==> src/ldiag_pkg.sv <==
`default_nettype none
package ldiag_pkg;

	// ----------------------------------------------------------------
	// Timing.
	// ----------------------------------------------------------------
	localparam int CLK_MHZ        = 100;
	localparam int DLY0_US        = 250;
	localparam int DLY1_US        = 1250;
	localparam int DLY2_US        = 5000;
	localparam int DLY3_US        = 11500;
	localparam int HW_SHORT_US    = 2000;
	localparam int RST_WINDOW_US  = 20;
	localparam int RST_WINDOW_CYC = RST_WINDOW_US * CLK_MHZ;
	localparam int TMR_W          = 21;
	localparam int CNT_W          = 12;
	localparam int FAIL_LIMIT     = 3;

	// ----------------------------------------------------------------
	// Register map.
	// ----------------------------------------------------------------
	localparam logic [11:0] CTRL_OFS = 12'h000;
	localparam logic [11:0] STAT_OFS = 12'h004;

	localparam int CTRL_PT_START  = 0;
	localparam int CTRL_SH_START  = 1;
	localparam int CTRL_CLEAR     = 2;
	localparam int CTRL_RECOV     = 3;
	localparam int CTRL_DLY_LSB   = 4;
	localparam int CTRL_ACT_LSB   = 6;

	localparam int STAT_FAULT     = 0;
	localparam int STAT_OPEN_SH   = 1;
	localparam int STAT_OPEN_SUM  = 2;
	localparam int STAT_THERM     = 3;
	localparam int STAT_OL_LSB    = 4;
	localparam int STAT_SUP_LSB   = 7;
	localparam int STAT_GND_LSB   = 10;
	localparam int STAT_BUSY      = 13;
	localparam int STAT_BLOCK     = 14;

	localparam logic [1:0] DLY_RESET = 2'h0;

	// ----------------------------------------------------------------
	// Sequencer states.
	// ----------------------------------------------------------------
	typedef enum logic [4:0] {
		ST_IDLE     = 5'h01,
		ST_SUPPLY   = 5'h02,
		ST_GROUND   = 5'h04,
		ST_PULLUP   = 5'h08,
		ST_PULLDOWN = 5'h10
	} ldiag_state_e;

endpackage : ldiag_pkg
`default_nettype wire

==> src/ldiag_top.sv <==
// The register offsets and the APB slave port were left to the implementer.
`timescale 1ns/1ps
`default_nettype none
module ldiag_top #(
	parameter int DLY0_CYC  = ldiag_pkg::DLY0_US * ldiag_pkg::CLK_MHZ,
	parameter int DLY1_CYC  = ldiag_pkg::DLY1_US * ldiag_pkg::CLK_MHZ,
	parameter int DLY2_CYC  = ldiag_pkg::DLY2_US * ldiag_pkg::CLK_MHZ,
	parameter int DLY3_CYC  = ldiag_pkg::DLY3_US * ldiag_pkg::CLK_MHZ,
	parameter int HW_SH_CYC = ldiag_pkg::HW_SHORT_US * ldiag_pkg::CLK_MHZ
) (
	input  wire logic        pclk,
	input  wire logic        presetn,
	input  wire logic        psel,
	input  wire logic        penable,
	input  wire logic        pwrite,
	input  wire logic [11:0] paddr,
	input  wire logic [31:0] pwdata,
	output logic      [31:0] prdata,
	output logic             pready,
	output logic             pslverr,
	input  wire logic        hw_variant_strap,
	input  wire logic        sleep_control_pin,
	input  wire logic        diag_strap_pin,
	input  wire logic        thermal_cmp,
	input  wire logic [2:0]  pullup_open_comparator,
	input  wire logic [2:0]  pulldown_open_comparator,
	input  wire logic [2:0]  overshoot_cmp,
	input  wire logic [2:0]  supply_short_cmp,
	input  wire logic [2:0]  ground_short_cmp,
	input  wire logic [2:0]  low_side_off,
	input  wire logic [2:0]  high_side_on,
	input  wire logic        pwm_input_change,
	output logic             fault_out_n,
	output logic             gates_off,
	output logic             charge_pump_en,
	output logic      [2:0]  pullup_src_en,
	output logic      [2:0]  pulldown_src_en,
	output logic      [2:0]  drain_pulldown_en
);

	localparam int TW = ldiag_pkg::TMR_W;
	localparam int CW = ldiag_pkg::CNT_W;
	localparam logic [CW-1:0] RST_WIN = CW'(ldiag_pkg::RST_WINDOW_CYC);
	localparam logic [1:0]    FAIL_LAST = 2'(ldiag_pkg::FAIL_LIMIT - 1);

	// ----------------------------------------------------------------
	// Input synchroniser.
	// ----------------------------------------------------------------
	logic [18:0] async_in;
	logic [18:0] meta_q;
	logic [18:0] sync_q;

	assign async_in = {hw_variant_strap, sleep_control_pin, diag_strap_pin, thermal_cmp,
		pullup_open_comparator, pulldown_open_comparator, overshoot_cmp, supply_short_cmp, ground_short_cmp};

	always_ff @(posedge pclk or negedge presetn) begin
		if (!presetn) begin
			meta_q <= 19'h00000;
			sync_q <= 19'h00000;
		end else begin
			meta_q <= async_in;
			sync_q <= meta_q;
		end
	end

	logic       hw_mode;
	logic       awake;
	logic       strap_hi;
	logic       hot;
	logic [2:0] pu_s;
	logic [2:0] pd_s;
	logic [2:0] ovs_s;
	logic [2:0] sup_s;
	logic [2:0] gnd_s;

	assign hw_mode  = sync_q[18];
	assign awake    = sync_q[17];
	assign strap_hi = sync_q[16];
	assign hot      = sync_q[15];
	assign pu_s     = sync_q[14:12];
	assign pd_s     = sync_q[11:9];
	assign ovs_s    = sync_q[8:6];
	assign sup_s    = sync_q[5:3];
	assign gnd_s    = sync_q[2:0];

	// ----------------------------------------------------------------
	// Enable pin: reset pulse and wake detection.
	// ----------------------------------------------------------------
	logic          awake_prev_q;
	logic [CW-1:0] low_cnt_q;
	logic          rise;
	logic          rst_pulse;
	logic          wake;

	always_ff @(posedge pclk or negedge presetn) begin
		if (!presetn) begin
			awake_prev_q <= 1'b0;
			low_cnt_q    <= RST_WIN;
		end else begin
			awake_prev_q <= awake;
			if (awake) begin
				low_cnt_q <= '0;
			end else if (low_cnt_q != RST_WIN) begin
				low_cnt_q <= low_cnt_q + 1'b1;
			end
		end
	end

	assign rise      = awake & ~awake_prev_q;
	assign rst_pulse = rise & (low_cnt_q < RST_WIN);
	assign wake      = rise & ~rst_pulse;

	// ----------------------------------------------------------------
	// APB slave.
	// ----------------------------------------------------------------
	logic        pready_q;
	logic [31:0] prdata_q;
	logic        pslverr_q;
	logic        setup;
	logic        wr_ctrl;
	logic        hit;
	logic [31:0] rd_mux;

	assign setup   = psel & ~penable;
	assign wr_ctrl = psel & penable & pready_q & pwrite & (paddr == ldiag_pkg::CTRL_OFS);
	assign hit     = (paddr == ldiag_pkg::CTRL_OFS) | (paddr == ldiag_pkg::STAT_OFS);

	always_ff @(posedge pclk or negedge presetn) begin
		if (!presetn) begin
			pready_q  <= 1'b0;
			prdata_q  <= 32'h00000000;
			pslverr_q <= 1'b0;
		end else begin
			pready_q  <= setup;
			pslverr_q <= setup & ~hit;
			if (setup) begin
				prdata_q <= (pwrite | ~hit) ? 32'h00000000 : rd_mux;
			end
		end
	end

	assign pready  = pready_q;
	assign prdata  = prdata_q;
	assign pslverr = pslverr_q;

	// ----------------------------------------------------------------
	// Control register.
	// ----------------------------------------------------------------
	logic       pt_start_q;
	logic       sh_start_q;
	logic       recov_auto_q;
	logic [1:0] dly_sel_q;
	logic [2:0] act_en_q;
	logic       clr;
	logic       auto_eff;

	ldiag_pkg::ldiag_state_e state_q;
	ldiag_pkg::ldiag_state_e state_d;
	logic [TW-1:0]           tmr_q;
	logic                    tmr_done;
	logic                    pt_abort;
	logic                    pt_ok;
	logic                    sh_finish;

	assign clr      = (wr_ctrl & pwdata[ldiag_pkg::CTRL_CLEAR]) | rst_pulse | wake;
	assign auto_eff = hw_mode | recov_auto_q;

	always_ff @(posedge pclk or negedge presetn) begin
		if (!presetn) begin
			recov_auto_q <= 1'b0;
			dly_sel_q    <= ldiag_pkg::DLY_RESET;
			act_en_q     <= 3'h0;
		end else if (wr_ctrl) begin
			recov_auto_q <= pwdata[ldiag_pkg::CTRL_RECOV];
			dly_sel_q    <= pwdata[ldiag_pkg::CTRL_DLY_LSB +: 2];
			act_en_q     <= pwdata[ldiag_pkg::CTRL_ACT_LSB +: 3];
		end
	end

	always_ff @(posedge pclk or negedge presetn) begin
		if (!presetn) begin
			pt_start_q <= 1'b0;
			sh_start_q <= 1'b0;
		end else begin
			if (wr_ctrl & ~hw_mode) begin
				pt_start_q <= pwdata[ldiag_pkg::CTRL_PT_START];
			end else if (pt_ok | pt_abort) begin
				pt_start_q <= 1'b0;
			end
			if (wr_ctrl & ~hw_mode & pwdata[ldiag_pkg::CTRL_SH_START]) begin
				sh_start_q <= 1'b1;
			end else if (sh_finish) begin
				sh_start_q <= 1'b0;
			end
		end
	end

	// ----------------------------------------------------------------
	// Diagnostic sequencer.
	// ----------------------------------------------------------------
	function automatic logic [TW-1:0] dur_f(input logic hw, input logic [1:0] sel, input logic sh);
		logic [TW-1:0] d;
		d = TW'(DLY0_CYC);
		case (sel)
			2'h1:    d = TW'(DLY1_CYC);
			2'h2:    d = TW'(DLY2_CYC);
			2'h3:    d = TW'(DLY3_CYC);
			default: d = TW'(DLY0_CYC);
		endcase
		if (hw & sh) begin
			d = TW'(HW_SH_CYC);
		end
		dur_f = d;
	endfunction : dur_f

	logic sh_pend_q;
	logic pt_pend_q;
	logic hw_diag;
	logic [2:0] pu_open_q;
	logic [2:0] pt_set;

	assign hw_diag   = hw_mode & wake & ~strap_hi;
	assign tmr_done  = (tmr_q == '0);
	assign pt_abort  = ((state_q == ldiag_pkg::ST_PULLUP) | (state_q == ldiag_pkg::ST_PULLDOWN))
		& (pwm_input_change | (~hw_mode & ~pt_start_q));
	assign pt_set    = {3{(state_q == ldiag_pkg::ST_PULLDOWN) & tmr_done & ~pt_abort}} & pu_open_q & pd_s;
	assign pt_ok     = (state_q == ldiag_pkg::ST_PULLDOWN) & tmr_done & ~pt_abort & (pt_set == 3'h0);
	assign sh_finish = ((state_q == ldiag_pkg::ST_SUPPLY) & (state_d == ldiag_pkg::ST_IDLE))
		| ((state_q == ldiag_pkg::ST_GROUND) & (state_d != ldiag_pkg::ST_GROUND));

	always_comb begin
		state_d = state_q;
		case (state_q)
			ldiag_pkg::ST_IDLE: begin
				if (sh_pend_q) begin
					state_d = ldiag_pkg::ST_SUPPLY;
				end else if (pt_pend_q) begin
					state_d = ldiag_pkg::ST_PULLUP;
				end
			end
			ldiag_pkg::ST_SUPPLY: begin
				if (tmr_done) begin
					state_d = (sup_s != 3'h0) ? ldiag_pkg::ST_IDLE : ldiag_pkg::ST_GROUND;
				end
			end
			ldiag_pkg::ST_GROUND: begin
				if (tmr_done) begin
					state_d = (gnd_s == 3'h0 && pt_pend_q) ? ldiag_pkg::ST_PULLUP : ldiag_pkg::ST_IDLE;
				end
			end
			ldiag_pkg::ST_PULLUP: begin
				if (pt_abort) begin
					state_d = ldiag_pkg::ST_IDLE;
				end else if (tmr_done) begin
					state_d = ldiag_pkg::ST_PULLDOWN;
				end
			end
			ldiag_pkg::ST_PULLDOWN: begin
				if (pt_abort | tmr_done) begin
					state_d = ldiag_pkg::ST_IDLE;
				end
			end
			default: state_d = ldiag_pkg::ST_IDLE;
		endcase
	end

	always_ff @(posedge pclk or negedge presetn) begin
		if (!presetn) begin
			state_q   <= ldiag_pkg::ST_IDLE;
			tmr_q     <= '0;
			pu_open_q <= 3'h0;
		end else begin
			state_q <= state_d;
			if (state_d != state_q) begin
				if (state_d == ldiag_pkg::ST_PULLUP || state_d == ldiag_pkg::ST_PULLDOWN) begin
					tmr_q <= dur_f(hw_mode, dly_sel_q, 1'b0) >> 1;
				end else begin
					tmr_q <= dur_f(hw_mode, dly_sel_q, 1'b1);
				end
			end else if (!tmr_done) begin
				tmr_q <= tmr_q - 1'b1;
			end
			if (state_q == ldiag_pkg::ST_PULLUP && tmr_done) begin
				pu_open_q <= pu_s;
			end
		end
	end

	always_ff @(posedge pclk or negedge presetn) begin
		if (!presetn) begin
			sh_pend_q <= 1'b0;
			pt_pend_q <= 1'b0;
		end else begin
			if (hw_diag | (wr_ctrl & ~hw_mode & pwdata[ldiag_pkg::CTRL_SH_START])) begin
				sh_pend_q <= 1'b1;
			end else if (state_d == ldiag_pkg::ST_SUPPLY) begin
				sh_pend_q <= 1'b0;
			end
			if (hw_diag | (wr_ctrl & ~hw_mode & pwdata[ldiag_pkg::CTRL_PT_START])) begin
				pt_pend_q <= 1'b1;
			end else if (state_d == ldiag_pkg::ST_PULLUP || (sh_finish && state_q == ldiag_pkg::ST_SUPPLY)
				|| (sh_finish && gnd_s != 3'h0)) begin
				pt_pend_q <= 1'b0;
			end
		end
	end

	// ----------------------------------------------------------------
	// Active open-load check per phase.
	// ----------------------------------------------------------------
	logic [2:0] act_hit;

	for (genvar g = 0; g < 3; g++) begin : g_act
		logic       armed_q;
		logic       seen_q;
		logic [1:0] cnt_q;
		logic       on;
		logic       evt;

		assign on  = (hw_mode ? ~strap_hi : act_en_q[g]) & (state_q == ldiag_pkg::ST_IDLE);
		assign evt = armed_q & high_side_on[g] & ~seen_q & ~ovs_s[g];
		assign act_hit[g] = on & evt & (cnt_q == FAIL_LAST);

		always_ff @(posedge pclk or negedge presetn) begin
			if (!presetn) begin
				armed_q <= 1'b0;
				seen_q  <= 1'b0;
				cnt_q   <= 2'h0;
			end else if (!on) begin
				armed_q <= 1'b0;
				seen_q  <= 1'b0;
				cnt_q   <= 2'h0;
			end else if (low_side_off[g]) begin
				armed_q <= 1'b1;
				seen_q  <= 1'b0;
			end else if (armed_q & high_side_on[g]) begin
				armed_q <= 1'b0;
				cnt_q   <= evt ? ((cnt_q == FAIL_LAST) ? cnt_q : cnt_q + 1'b1) : 2'h0;
			end else if (armed_q & ovs_s[g]) begin
				seen_q <= 1'b1;
			end
		end
	end

	// ----------------------------------------------------------------
	// Fault flags and thermal handling.
	// ----------------------------------------------------------------
	logic [2:0] ol_flag_q;
	logic [2:0] sup_flag_q;
	logic [2:0] gnd_flag_q;
	logic       therm_flag_q;
	logic       therm_block_q;
	logic       fault_any;

	always_ff @(posedge pclk or negedge presetn) begin
		if (!presetn) begin
			ol_flag_q    <= 3'h0;
			sup_flag_q   <= 3'h0;
			gnd_flag_q   <= 3'h0;
			therm_flag_q <= 1'b0;
		end else begin
			ol_flag_q    <= (ol_flag_q & ~{3{clr}}) | pt_set | act_hit;
			sup_flag_q   <= (sup_flag_q & ~{3{clr}})
				| (sup_s & {3{state_q == ldiag_pkg::ST_SUPPLY && tmr_done}});
			gnd_flag_q   <= (gnd_flag_q & ~{3{clr}})
				| (gnd_s & {3{state_q == ldiag_pkg::ST_GROUND && tmr_done}});
			therm_flag_q <= (therm_flag_q & ~clr) | hot;
		end
	end

	always_ff @(posedge pclk or negedge presetn) begin
		if (!presetn) begin
			therm_block_q <= 1'b0;
		end else if (hot) begin
			therm_block_q <= 1'b1;
		end else if (auto_eff | clr) begin
			therm_block_q <= 1'b0;
		end
	end

	assign fault_any = (ol_flag_q != 3'h0) | (sup_flag_q != 3'h0) | (gnd_flag_q != 3'h0) | therm_block_q;

	assign rd_mux = (paddr == ldiag_pkg::STAT_OFS) ?
		(32'(therm_block_q) << ldiag_pkg::STAT_BLOCK) | (32'(state_q != ldiag_pkg::ST_IDLE) << ldiag_pkg::STAT_BUSY)
		| (32'(gnd_flag_q) << ldiag_pkg::STAT_GND_LSB) | (32'(sup_flag_q) << ldiag_pkg::STAT_SUP_LSB)
		| (32'(ol_flag_q) << ldiag_pkg::STAT_OL_LSB) | (32'(therm_flag_q) << ldiag_pkg::STAT_THERM)
		| (32'(ol_flag_q != 3'h0) << ldiag_pkg::STAT_OPEN_SUM)
		| (32'(fault_any & ~therm_block_q) << ldiag_pkg::STAT_OPEN_SH)
		| (32'(fault_any | therm_flag_q) << ldiag_pkg::STAT_FAULT) :
		(32'(act_en_q) << ldiag_pkg::CTRL_ACT_LSB) | (32'(dly_sel_q) << ldiag_pkg::CTRL_DLY_LSB)
		| (32'(recov_auto_q) << ldiag_pkg::CTRL_RECOV) | (32'(sh_start_q) << ldiag_pkg::CTRL_SH_START)
		| (32'(pt_start_q) << ldiag_pkg::CTRL_PT_START);

	// ----------------------------------------------------------------
	// Pin outputs.
	// ----------------------------------------------------------------
	logic       fault_n_q;
	logic       gates_off_q;
	logic       cp_en_q;
	logic [2:0] pu_en_q;
	logic [2:0] pd_en_q;
	logic [2:0] dl_en_q;

	always_ff @(posedge pclk or negedge presetn) begin
		if (!presetn) begin
			fault_n_q   <= 1'b1;
			gates_off_q <= 1'b1;
			cp_en_q     <= 1'b0;
			pu_en_q     <= 3'h0;
			pd_en_q     <= 3'h0;
			dl_en_q     <= 3'h0;
		end else begin
			fault_n_q   <= ~fault_any;
			gates_off_q <= therm_block_q | ~awake | (state_d != ldiag_pkg::ST_IDLE);
			cp_en_q     <= ~therm_block_q & awake;
			pu_en_q     <= {3{state_d == ldiag_pkg::ST_PULLUP || state_d == ldiag_pkg::ST_GROUND}};
			pd_en_q     <= {3{state_d == ldiag_pkg::ST_PULLDOWN}};
			dl_en_q     <= {3{state_d == ldiag_pkg::ST_SUPPLY}};
		end
	end

	assign fault_out_n       = fault_n_q;
	assign gates_off         = gates_off_q;
	assign charge_pump_en    = cp_en_q;
	assign pullup_src_en     = pu_en_q;
	assign pulldown_src_en   = pd_en_q;
	assign drain_pulldown_en = dl_en_q;
endmodule : ldiag_top
`default_nettype wire

==> config.mk <==
export PLATFORM = sky130hd
export DESIGN_NAME = ldiag_top
export DESIGN_NICKNAME = d
export VERILOG_FILES = /design/src/ldiag_pkg.sv /design/src/ldiag_top.sv
export SDC_FILE = /design/constraint.sdc
export NUM_CORES = 1
export LEC_CHECK = 0
export BUFFER_PORTS_ARGS = -buffer_cell sky130_fd_sc_hd__buf_4
export CORE_ASPECT_RATIO = 0.75
export CORE_MARGIN = 2
export CORE_UTILIZATION = 35
export DETAILED_ROUTE_END_ITERATION = 12
export PLACE_DENSITY_LB_ADDON = 0.08
export REMOVE_ABC_BUFFERS = 1
export SETUP_SLACK_MARGIN = 0.4
export SYNTH_ARGS = -nofsm -noshare
export SYNTH_HDL_FRONTEND = slang
export SYNTH_SLANG_ARGS = --single-unit
==> constraint.sdc <==
create_clock -name pclk -period 4.5 [get_ports pclk]
set_input_delay 1.35 -clock pclk [delete_from_list [all_inputs] [get_ports pclk]]
set_output_delay 1.35 -clock pclk [all_outputs]
set_load 0.005 [all_outputs]
Word-level counts from Yosys, hierarchy flattened

Index checks and enable logic that the tools add are counted.

Order comparisons: 1
Muxes and demuxes: 68
Eq/ne operators: 41
Multipliers: 0
Bitwise operators: 109
Shift operators: 0
Reduce and logical (&&, ||, !) cells: 31
Div/mod/pow operators: 0
$add $sub $neg: 5

Operator list:

| kind                                                  | number |
|---|---|
| two-way mux 21 bit                                    | 4 |
| two-way mux 32 bit                                    | 2 |
| case mux 21 bit (3 select lines)                      | 1 |
| bitwise AND 1 bit                                     | 45 |
| two-way mux 5 bit                                     | 7 |
| two-way mux 1 bit                                     | 34 |
| OR 15 x 32 -> 32 bit                                  | 1 |
| OR 32 x 1 -> 32 bit                                   | 1 |
| bitwise AND 1 x 31 -> 31 bit                          | 1 |
| inverter 1 -> 31 bit                                  | 1 |
| two-way mux 2 bit                                     | 15 |
| case mux 5 bit (5 select lines)                       | 1 |
| two-way mux 12 bit                                    | 2 |
| bitwise AND 3 bit                                     | 7 |
| zero test 21 bit                                      | 1 |
| subtractor 21 x 1 -> 21 bit, second input constant    | 1 |
| OR 1 bit                                              | 20 |
| inequality test 3 x 2 -> 1 bit, second input constant | 6 |
| inequality test 3 bit, second input constant          | 6 |
| inverter 1 bit                                        | 18 |
| OR 15 x 10 -> 15 bit                                  | 1 |
| OR 15 x 13 -> 15 bit                                  | 1 |
| OR 15 x 14 -> 15 bit                                  | 1 |
| OR 15 x 3 -> 15 bit                                   | 1 |
| 35 further kinds                                      | 77 |

Word-level logic and storage cells: 292
Memories kept: 0
Bits in read-only memories: 0
Output and inout port bits: 46
Latch bits: 0
Bits of input ports: 75
Register bits: 153
RAM bits: 0

Depth between registers and ports, before layout

Gate-level depths: netlist of run 1.

Word-level depth: 15
Depth in mapped cells: 10
Depth with buffers taken out: 9

Worst setup path before layout of run 1

OpenSTA, ideal clock, no wires.

Kind: input port to flip-flop
Start point: in pwm_input_change
End point: reg tmr_q[10]
Arrival: 3.296 ns
Setup time: 0.125 ns
Stages on the path: 7
Data required time: 4.375 ns
Path slack: 1.079 ns
Path buffers: 1
Path through: o21ba_2 o221a_2 o21ai_0 a221o_1 a221oi_1 buf_2 mux2_2

Longest elaborated chain between the ends: 9
Elaborated cells on any way between the ends: 13
Those cells by class: eq/ne: 4; mux: 5; bitwise: 3; reduce/logical: 1

RTL lines:

| what                                                                       | line             | RTL |
|---|---|---|
| start, declared                                                            | ldiag_top.sv:32  | `input wire logic pwm_input_change,` |
| OR 1 bit *                                                                 | ldiag_top.sv:225 | `& (pwm_input_change \| (~hw_mode & ~pt_start_q));` |
| bitwise AND 1 bit *                                                        | ldiag_top.sv:225 |  |
| OR 1 bit                                                                   | ldiag_top.sv:259 | `if (pt_abort \| tmr_done) begin` |
| two-way mux 5 bit                                                          | ldiag_top.sv:259 |  |
| case mux 5 bit (5 select lines) *                                          | ldiag_top.sv:233 | `case (state_q)` |
| via state_d[0]                                                             | ldiag_top.sv:158 | `ldiag_pkg::ldiag_state_e state_d;` |
| equality test 5 x 4 -> 1 bit / equality test 5 bit (equally long branches) | ldiag_top.sv:275 | `if (state_d == ldiag_pkg::ST_PULLUP \|\| state_d == ldiag_pkg::ST_PULLDOWN) begin` |
| logical OR 1 bit                                                           | ldiag_top.sv:275 |  |
| two-way mux 21 bit                                                         | ldiag_top.sv:275 |  |
| two-way mux 21 bit                                                         | ldiag_top.sv:274 | `if (state_d != state_q) begin` |
| end signal, assigned                                                       | ldiag_top.sv:276 | `tmr_q <= dur_f(hw_mode, dly_sel_q, 1'b0) >> 1;` |
| end signal, assigned                                                       | ldiag_top.sv:278 | `tmr_q <= dur_f(hw_mode, dly_sel_q, 1'b1);` |
| end signal, assigned                                                       | ldiag_top.sv:281 | `tmr_q <= tmr_q - 1'b1;` |
| end, declared                                                              | ldiag_top.sv:159 | `logic [TW-1:0] tmr_q;` |

The timed path passes the listed nets; every way through them passes the cells marked *.
A chain may end at the register's enable or synchronous reset.

Final worst setup path of run 1

Start point: reg tmr_q[4]
End point: reg tmr_q[10]

Longest elaborated chain between the ends: 8
Elaborated cells on any way between the ends: 17
Those cells by class: add/sub: 1; eq/ne: 4; mux: 9; bitwise: 1; reduce/logical: 2

RTL lines:

| what                                                                       | line                               | RTL |
|---|---|---|
| zero test 21 bit                                                           | ldiag_top.sv:223                   | `assign tmr_done = (tmr_q == '0);` |
| OR 1 bit / two-way mux 5 bit (equally long branches)                       | ldiag_top.sv:259, ldiag_top.sv:254 |  |
| two-way mux 5 bit (on tied branches)                                       | ldiag_top.sv:259, ldiag_top.sv:252 |  |
| case mux 5 bit (5 select lines)                                            | ldiag_top.sv:233                   |  |
| equality test 5 x 4 -> 1 bit / equality test 5 bit (equally long branches) | ldiag_top.sv:275                   |  |
| logical OR 1 bit                                                           | ldiag_top.sv:275                   |  |
| two-way mux 21 bit                                                         | ldiag_top.sv:275                   |  |
| two-way mux 21 bit                                                         | ldiag_top.sv:274                   |  |

Several ways; a longest one is shown, not always the timed one. The select of a mux whose other input is x is not followed.

==> impl_metrics.csv, run 1 <==
group,metric,value,unit
run_status,outcome,"finished, final reports clean",
setup_path,cp-end-kind,"flop",
finish,design_area,7640,um2
yosys,avgSynthCellArea,10.3,um2
routing,vias_per_cell,5.05,
floorplan,core_area,17600,um2
global_routing,gr-total-overflow,0,
timing,setup_viol,0,
yosys,synth_top_area_share,50.6,%
global_routing,grt_use_total,17.0,%
timing,fmax,295,MHz
clock_network,cts.sinks,136,
yosys,ys_top_cells_by_area,"dfrtp_1 51%, nand2_1 4.1%, nor2_1 3.9%",
clock_network,cts_resized,0,
yosys,async_reset_ff_share,100,%
setup_path,crit_path_cell_trace,"or4_4, or4_4, nor3_1, o211ai_1, and3_4, a22o_1, mux2_2",
yosys,synth-seq-area-share,54.3,%
power,p_sw_share,27.5,%
clock_network,cts_max_level,4,
global_routing,grt_antenna_before_repair,0,
global_routing,grt_max_degree,83,
finish,final_cells,947,
finish,antenna_cells,0,
finish,nFillCells,1674,
setup_path,path_common_cell,"or4_4",
global_routing,grt_pass1_vias,4625,
global_routing,use_met2,24.5,%
placed_design,dp_cells,915,
global_routing,met1_usage,25.0,%
placed_design,dpl_cell_area,7080,um2
placed_design,dpl.hpwl,11100,um
timing,fin_crit_sh,75.2,%
floorplan,core.rowCount,42,
floorplan,ios,121,
power,p_int,0.00246,W
setup_path,arrival,3.68,ns
finish,finish.utilization,43.4,%
timing,fin_tns_setup,0,ns
yosys,ys_ff_latch,136,
power,p_comb_share,18.7,%
timing,fin_crit,3.38,ns
power,clockPowerShare,39.3,%
setup_path,r2r_setup_slack,1.12,ns
placed_design,preCtsSetupSlack,0.751,ns
power,peakVddDrop,256,uV
floorplan,die_w,159,um
finish,area_growth,21.7,%
timing,hold_violations,0,
clock_network,cts.reportedPaths.clkPinSlew,0.06,ns
yosys,synth_edf_count,0,
yosys,syn_inst,610,
finish,fin_nets,773,
yosys,synthTopCellsByCount,"127 x dfrtp_1, 68 x nand2_1, 66 x nor2_1",
routing,first_pass_iters,5,
power,leakage,3.59,nW
clock_network,cts_buffer_depth,2,
job,max-cap-violations,0,
global_routing,top_usage_layer,"met1",
clock_network,cts_tree,"built",
yosys,synth_ff_type,"dfrtp_1",
worst_hold_path,holdCritPathClass,"flop to flop",
global_routing,use_met3,4.84,%
placed_design,portBuffers,80,
timing,final_max_slew_viol_count,0,
power,p_per_area,445,nW/um2
global_routing,grt_first_pass_wirelength,25200,um
floorplan,initial_utilization,35.7,%
clock_network,cts_buffers,17,
timing,final.setup_skew,0.00743,ns
routing,wl_per_cell,16.2,um
floorplan,fp.dieArea,19100,um2
routing,vias,4782,
setup_path,worstPathMaxFanout,10,
routing,ant_nets,0,
power,switchingPower,0.000935,W
yosys,yosys.area.top_type,"dfrtp_1",
timing,slew_headroom,37.2,%
clock_network,cts-root-buf,"clkbuf_16",
timing,layout_setup_ws,1.12,ns
yosys,yosysMostFrequentCell,"dfrtp_1",
timing,tightest_slew,0.942,ns
power,power_frac_seq,42.0,%
finish,drive_above_1_share,23.0,%
setup_path,worstSetupPathType,"flop to flop",
routing,drt_wl_total,15300,um
clock_network,postCtsSetupRepairBufs,0,
yosys,ys_types,62,
floorplan,fp.dieH,120,um
setup_path,crit_slowest_cell,"or4_4",
yosys,netlist_area,6280,um2
routing,drc,0,
clock_network,hold_buffers,0,
clock_network,insertion_delay,0.41,ns
yosys,ys_warn_count,0,
setup_path,slowest_delay,0.59,ns
routing,initialDrtViolationCount,462,
timing,rsz0062_at_grt,"false",
setup_path,cp-start-kind,"flop",
placed_design,gp_congestion,0.867,
setup_path,required,4.80,ns
==> flip-flops by register name, summed over array words and instances, names as in the netlist, 5 cells and up <==
signal,cells
g_act.cnt_q,6
low_cnt_q,12
meta_q,19
prdata,15
state_q,5
sync_q,19
tmr_q,21
==> path summary, 6_finish.rpt <==
kind / cells after the start / startpoint / end
worst min register to register: 0 / meta_q[6] / sync_q[6]
min in group asynchronous: 1 / presetn / g_act[1].armed_q
worst max-delay path: 7 / tmr_q[4] / tmr_q[10]
worst max register to register: 7 / tmr_q[4] / tmr_q[10]
worst min-delay path: 0 / meta_q[6] / sync_q[6]
max in group asynchronous: 2 / presetn / low_cnt_q[4]
==> worst max-delay path: cells and delay by family, from the launching register on <==
family / cells / cell delay, ns
simple gates: 4 / 2.03
mux: 1 / 0.25
flops: 1 / 0.40
compound gates: 2 / 0.58
==> layout by cell type (no fill, tap or decap), types with 4 or more instances in the layout <==
cell,netlist,final
o21ai_0,26,26
or4_1,4,4
mux2i_1,15,15
or3_1,9,9
inv_1,21,21
nand4_1,6,6
ha_1,6,6
buf_4,23,90
xor2_1,12,12
a22o_1,10,10
and3_1,8,8
nand2_1,68,68
nor2b_1,9,9
dfstp_2,9,9
conb_1,1,17
o221ai_1,5,5
clkinv_2,0,7
dfrtp_1,127,127
a21oi_1,23,23
a31oi_1,4,4
clkbuf_16,0,17
nor4_1,12,12
nor3_1,16,16
mux2_2,20,20
nor2_1,66,66
nand2b_1,5,5
xnor2_1,14,14
nand3_1,19,19
==> per-layer routing <==
metal | part of all wire, % | vias up
li1 | - | 2267
met2 | 43 | 175
met3 | 6.0 | 14
met5 | 0 | -
met4 | 1.1 | 0
met1 | 50 | 2326
==> area by class of cell <==
type | instances | area (um2) | area share [%]
inverter | 21 | 78.8 | 1.03
sequential | 136 | 3410 | 44.7
clock buffer | 22 | 464 | 6.07
clock inverter | 10 | 103 | 1.34
multi-input combinational | 425 | 2590 | 33.9
timing repair buffer | 91 | 687 | 8.99
tap | 242 | 303 | 3.96
==> through the flow <==
stage / hold WS, ns / power [W]
floorplan: 0.331 / 0.00187
global placement: 0.333 / 0.00206
detailed placement: 0.335 / 0.00208
CTS: 0.346 / 0.00344
global route: 0.357 / 0.00357
finish: 0.344 / 0.00340
==> cell families after synthesis <==
group / synth area share [%]
adder cells (fa/ha/maj): 1.19
flip-flops: 54.3
buffers and inverters: 5.42
AO/OA/AOI/OAI: 10.6
other: 0.0597
XOR/XNOR: 3.62
AND/OR/NAND/NOR: 18.8
multiplexers: 5.97
==> power by group through the flow <==
stage / Clock (W) / Sequential [W] / Combinational (W)
6_report: 0.00134 / 0.00143 / 0.000636
5_1_grt: 0.00143 / 0.00144 / 0.000703
4_1_cts: 0.00138 / 0.00142 / 0.000639
3_5_place_dp: 0 / 0.00144 / 0.000635
3_3_place_gp: 0 / 0.00144 / 0.000619
2_1_floorplan: 0 / 0.00142 / 0.000450
No activity file was read; power rests on OpenSTA's default activity.
==> run 2, diff against run 1 <==
--- a/config.mk
+++ b/config.mk
@@ -5,6 +5,7 @@
 export SDC_FILE = /design/constraint.sdc
 export NUM_CORES = 1
 export LEC_CHECK = 0
+export ABC_AREA = 1
 export BUFFER_PORTS_ARGS = -buffer_cell sky130_fd_sc_hd__buf_4
 export CORE_ASPECT_RATIO = 0.75
 export CORE_MARGIN = 2
==> constraint.sdc (replaced) <==
create_clock -name pclk -period 3.05 [get_ports pclk]
set_input_delay 0.915 -clock pclk [delete_from_list [all_inputs] [get_ports pclk]]
set_output_delay 0.915 -clock pclk [all_outputs]
set_load 0.005 [all_outputs]
==> run 2 against run 1 <==
Net effect:
- global-route usage is 1.2 points higher
- first-iteration DRC count is 5.4% lower
- utilization is 2.2 points higher
- fmax is 35% higher
- die area is 2.7% higher
- sequential power is 33% higher
- largest power group is now the clock network
- highest routed layer unchanged
==> impl_metrics.csv, run 2 <==
group,metric,value,unit
setup_path,r2r_setup_slack,0.54,ns
routing,initialDrtViolationCount,437,
routing,drt_wl_total,17100,um
timing,fin_tns_setup,0,ns
clock_network,cts-root-buf,"clkbuf_16",
yosys,synth_top_area_share,49.2,%
yosys,synth_top_family_by_area,"simple AND/OR/NAND/NOR gates",
finish,largest_reg_flops,21,
global_routing,grt_use_total,18.2,%
timing,slew_headroom,50.3,%
finish,area_growth,26.2,%
global_routing,grt_max_degree,66,
floorplan,core_area,17900,um2
yosys,synth_edf_count,0,
timing,tightest_slew,0.738,ns
floorplan,fp.dieH,122,um
timing,fin_crit,2.51,ns
clock_network,cts_buffer_depth,2,
routing,wl_per_cell,15.7,um
routing,drc,0,
floorplan,die_w,161,um
finish,reg_top3,"tmr_q (21), meta_q (19), sync_q (19)",
finish,nFillCells,1761,
worst_hold_path,holdCritPathClass,"flop to flop",
job,max-cap-violations,0,
routing,vias,5427,
setup_path,cp-start-kind,"flop",
power,leakage,3.94,nW
global_routing,grt_first_pass_wirelength,27300,um
global_routing,gr-total-overflow,0,
finish,antenna_cells,0,
timing,rsz0062_at_grt,"false",
yosys,netlist_area,6460,um2
setup_path,rr_startpoint,"state_q[3]",
clock_network,insertion_delay,0.43,ns
power,p_per_area,522,nW/um2
global_routing,grt_antenna_before_repair,0,
yosys,synth-simple-area-share,23.0,%
clock_network,cts.reportedPaths.clkPinSlew,0.06,ns
setup_path,cp-end-kind,"flop",
yosys,muxShareOfSynthArea,0.523,%
power,peakVddDrop,325,uV
clock_network,cts.sinks,136,
floorplan,core.rowCount,42,
placed_design,portBuffers,80,
yosys,syn_inst,730,
routing,ant_nets,0,
timing,setup_viol,0,
floorplan,initial_utilization,36.2,%
yosys,synthTopCellsByCount,"128 x nand2_1, 127 x dfrtp_1, 86 x inv_1",
timing,layout_setup_ws,0.538,ns
yosys,ys_ff_latch,136,
setup_path,worstSetupPathType,"flop to flop",
yosys,ys_warn_count,0,
clock_network,hold_buffers,0,
yosys,async_reset_ff_share,100,%
global_routing,grt_pass1_vias,5149,
clock_network,cts_max_level,4,
setup_path,r2r_cells,8,
yosys,synth_ff_type,"dfrtp_1",
timing,fmax,398,MHz
worst_hold_path,hold_start,"meta_q[2]",
yosys,synth-seq-area-share,52.9,%
yosys,synth-xor-area-share,2.03,%
finish,final_cell_mix,"127 x nand2_1, 127 x dfrtp_1, 105 x buf_4",
worst_hold_path,hold_end,"sync_q[2]",
yosys,ys_types,44,
routing,first_pass_iters,5,
yosys,yosys.area.top_type,"dfrtp_1",
routing,vias_per_cell,4.96,
run_status,outcome,"finished, final reports clean",
timing,fin_crit_sh,82.4,%
setup_path,timing.rr.end,"g_act[0].cnt_q[0]",
setup_path,required,3.35,ns
finish,regMostFlops,"tmr_q",
placed_design,gp_congestion,0.882,
timing,hold_violations,0,
yosys,synthAdderAreaFrac,1.16,%
floorplan,fp.dieArea,19600,um2
placed_design,dpl.hpwl,12600,um
finish,fin_nets,920,
yosys,yosysMostFrequentCell,"nand2_1",
setup_path,worstPathMaxFanout,5,
yosys,synth_compound_area_share,11.1,%
clock_network,cts_tree,"built",
setup_path,arrival,2.81,ns
floorplan,ios,121,
yosys,avgSynthCellArea,8.85,um2
clock_network,cts_buffers,17,
timing,final_max_slew_viol_count,0,
yosys,ys_top_cells_by_area,"dfrtp_1 49%, nand2_1 7.4%, o21ai_0 5.7%",
worst_hold_path,hold_depth,0,
finish,drive_above_1_share,23.2,%
placed_design,preCtsSetupSlack,0.328,ns
timing,final.setup_skew,0.0113,ns
[run 2: layout make-up]
class                           count  area, um2  share of cell area, %
Sequential cell                   136       3410                   41.9
Multi-Input combinational cell    482       2580                   31.7
Clock inverter                     13        169                   2.07
Inverter                           92        352                   4.31
Clock buffer                       19        453                   5.55
Tap cell                          242        303                   3.71
Timing Repair Buffer              110        880                   10.8
[run 2: cells by family after synthesis]
logic type      Yosys count
mux                       3
fa+ha+maj                 6
compound gates          134
xor+xnor                 15
flops                   136
other cells               1
simple gates            306
buf+inv                 129
[run 2: worst max-delay path: stages, from the launching register on]
cell     delay, ns
dfrtp_1       0.45
nor2_2        0.21
nand4_1       0.28
a21oi_1       0.30
o21ai_0       0.30
nor4_1        0.44
nand2_1       0.18
nand3_1       0.13
o21ai_0       0.09
[run 2: worst max path at each step]
stage	startpoint	end	depth (start not counted)	slack [ns]
2_1_floorplan	tmr_q[0]	tmr_q[12]	15	0.49
3_3_place_gp	tmr_q[0]	tmr_q[19]	15	0.34
3_5_place_dp	tmr_q[0]	tmr_q[19]	15	0.33
4_1_cts	tmr_q[0]	tmr_q[19]	16	0.43
5_1_grt	state_q[3]	g_act[2].cnt_q[0]	10	0.37
6_report	state_q[3]	g_act[0].cnt_q[0]	8	0.54
[run 2: what timing repair did]
item,4_1_cts,5_1_grt
gates cloned,0,1
setup buffers,0,9
endpoints found under the setup margin,17,27
pin swaps,0,5
resized for setup,1,17
[run 2: power breakdown]
part / total, W / switching (W) / internal (W)
registers: 0.00190 / 0.0000373 / 0.00186
logic: 0.000208 / 0.000119 / 0.0000890
clock network: 0.00216 / 0.000817 / 0.00134
total: 0.00426 / 0.000973 / 0.00329
[run 2: metal layers]
metal  global-route usage (%)  routed length (um)  vias up
met5                        0                   0        -
met4                     5.64                 230        0
met3                     5.41                1300       16
met2                     24.9                6870      210
met1                     27.5                8740     2596
li1                         -                   -     2605
[run 2: metrics by stage]
| stage | util, % | cell area (um2) | power [W] | instances | hold slack, ns |
|---|---|---|---|---|---|
| finish | 45.6 | 8160 | 0.00426 | 1094 | 0.347 |
| global route | 45.6 | 8160 | 0.00444 | 1094 | 0.355 |
| CTS | 44.8 | 8010 | 0.00432 | 1084 | 0.349 |
| detailed placement | 41.3 | 7380 | 0.00214 | 1052 | 0.335 |
| global placement | 41.3 | 7380 | 0.00213 | 1052 | 0.332 |
| floorplan | - | 6260 | 0.00200 | 709 | 0.331 |
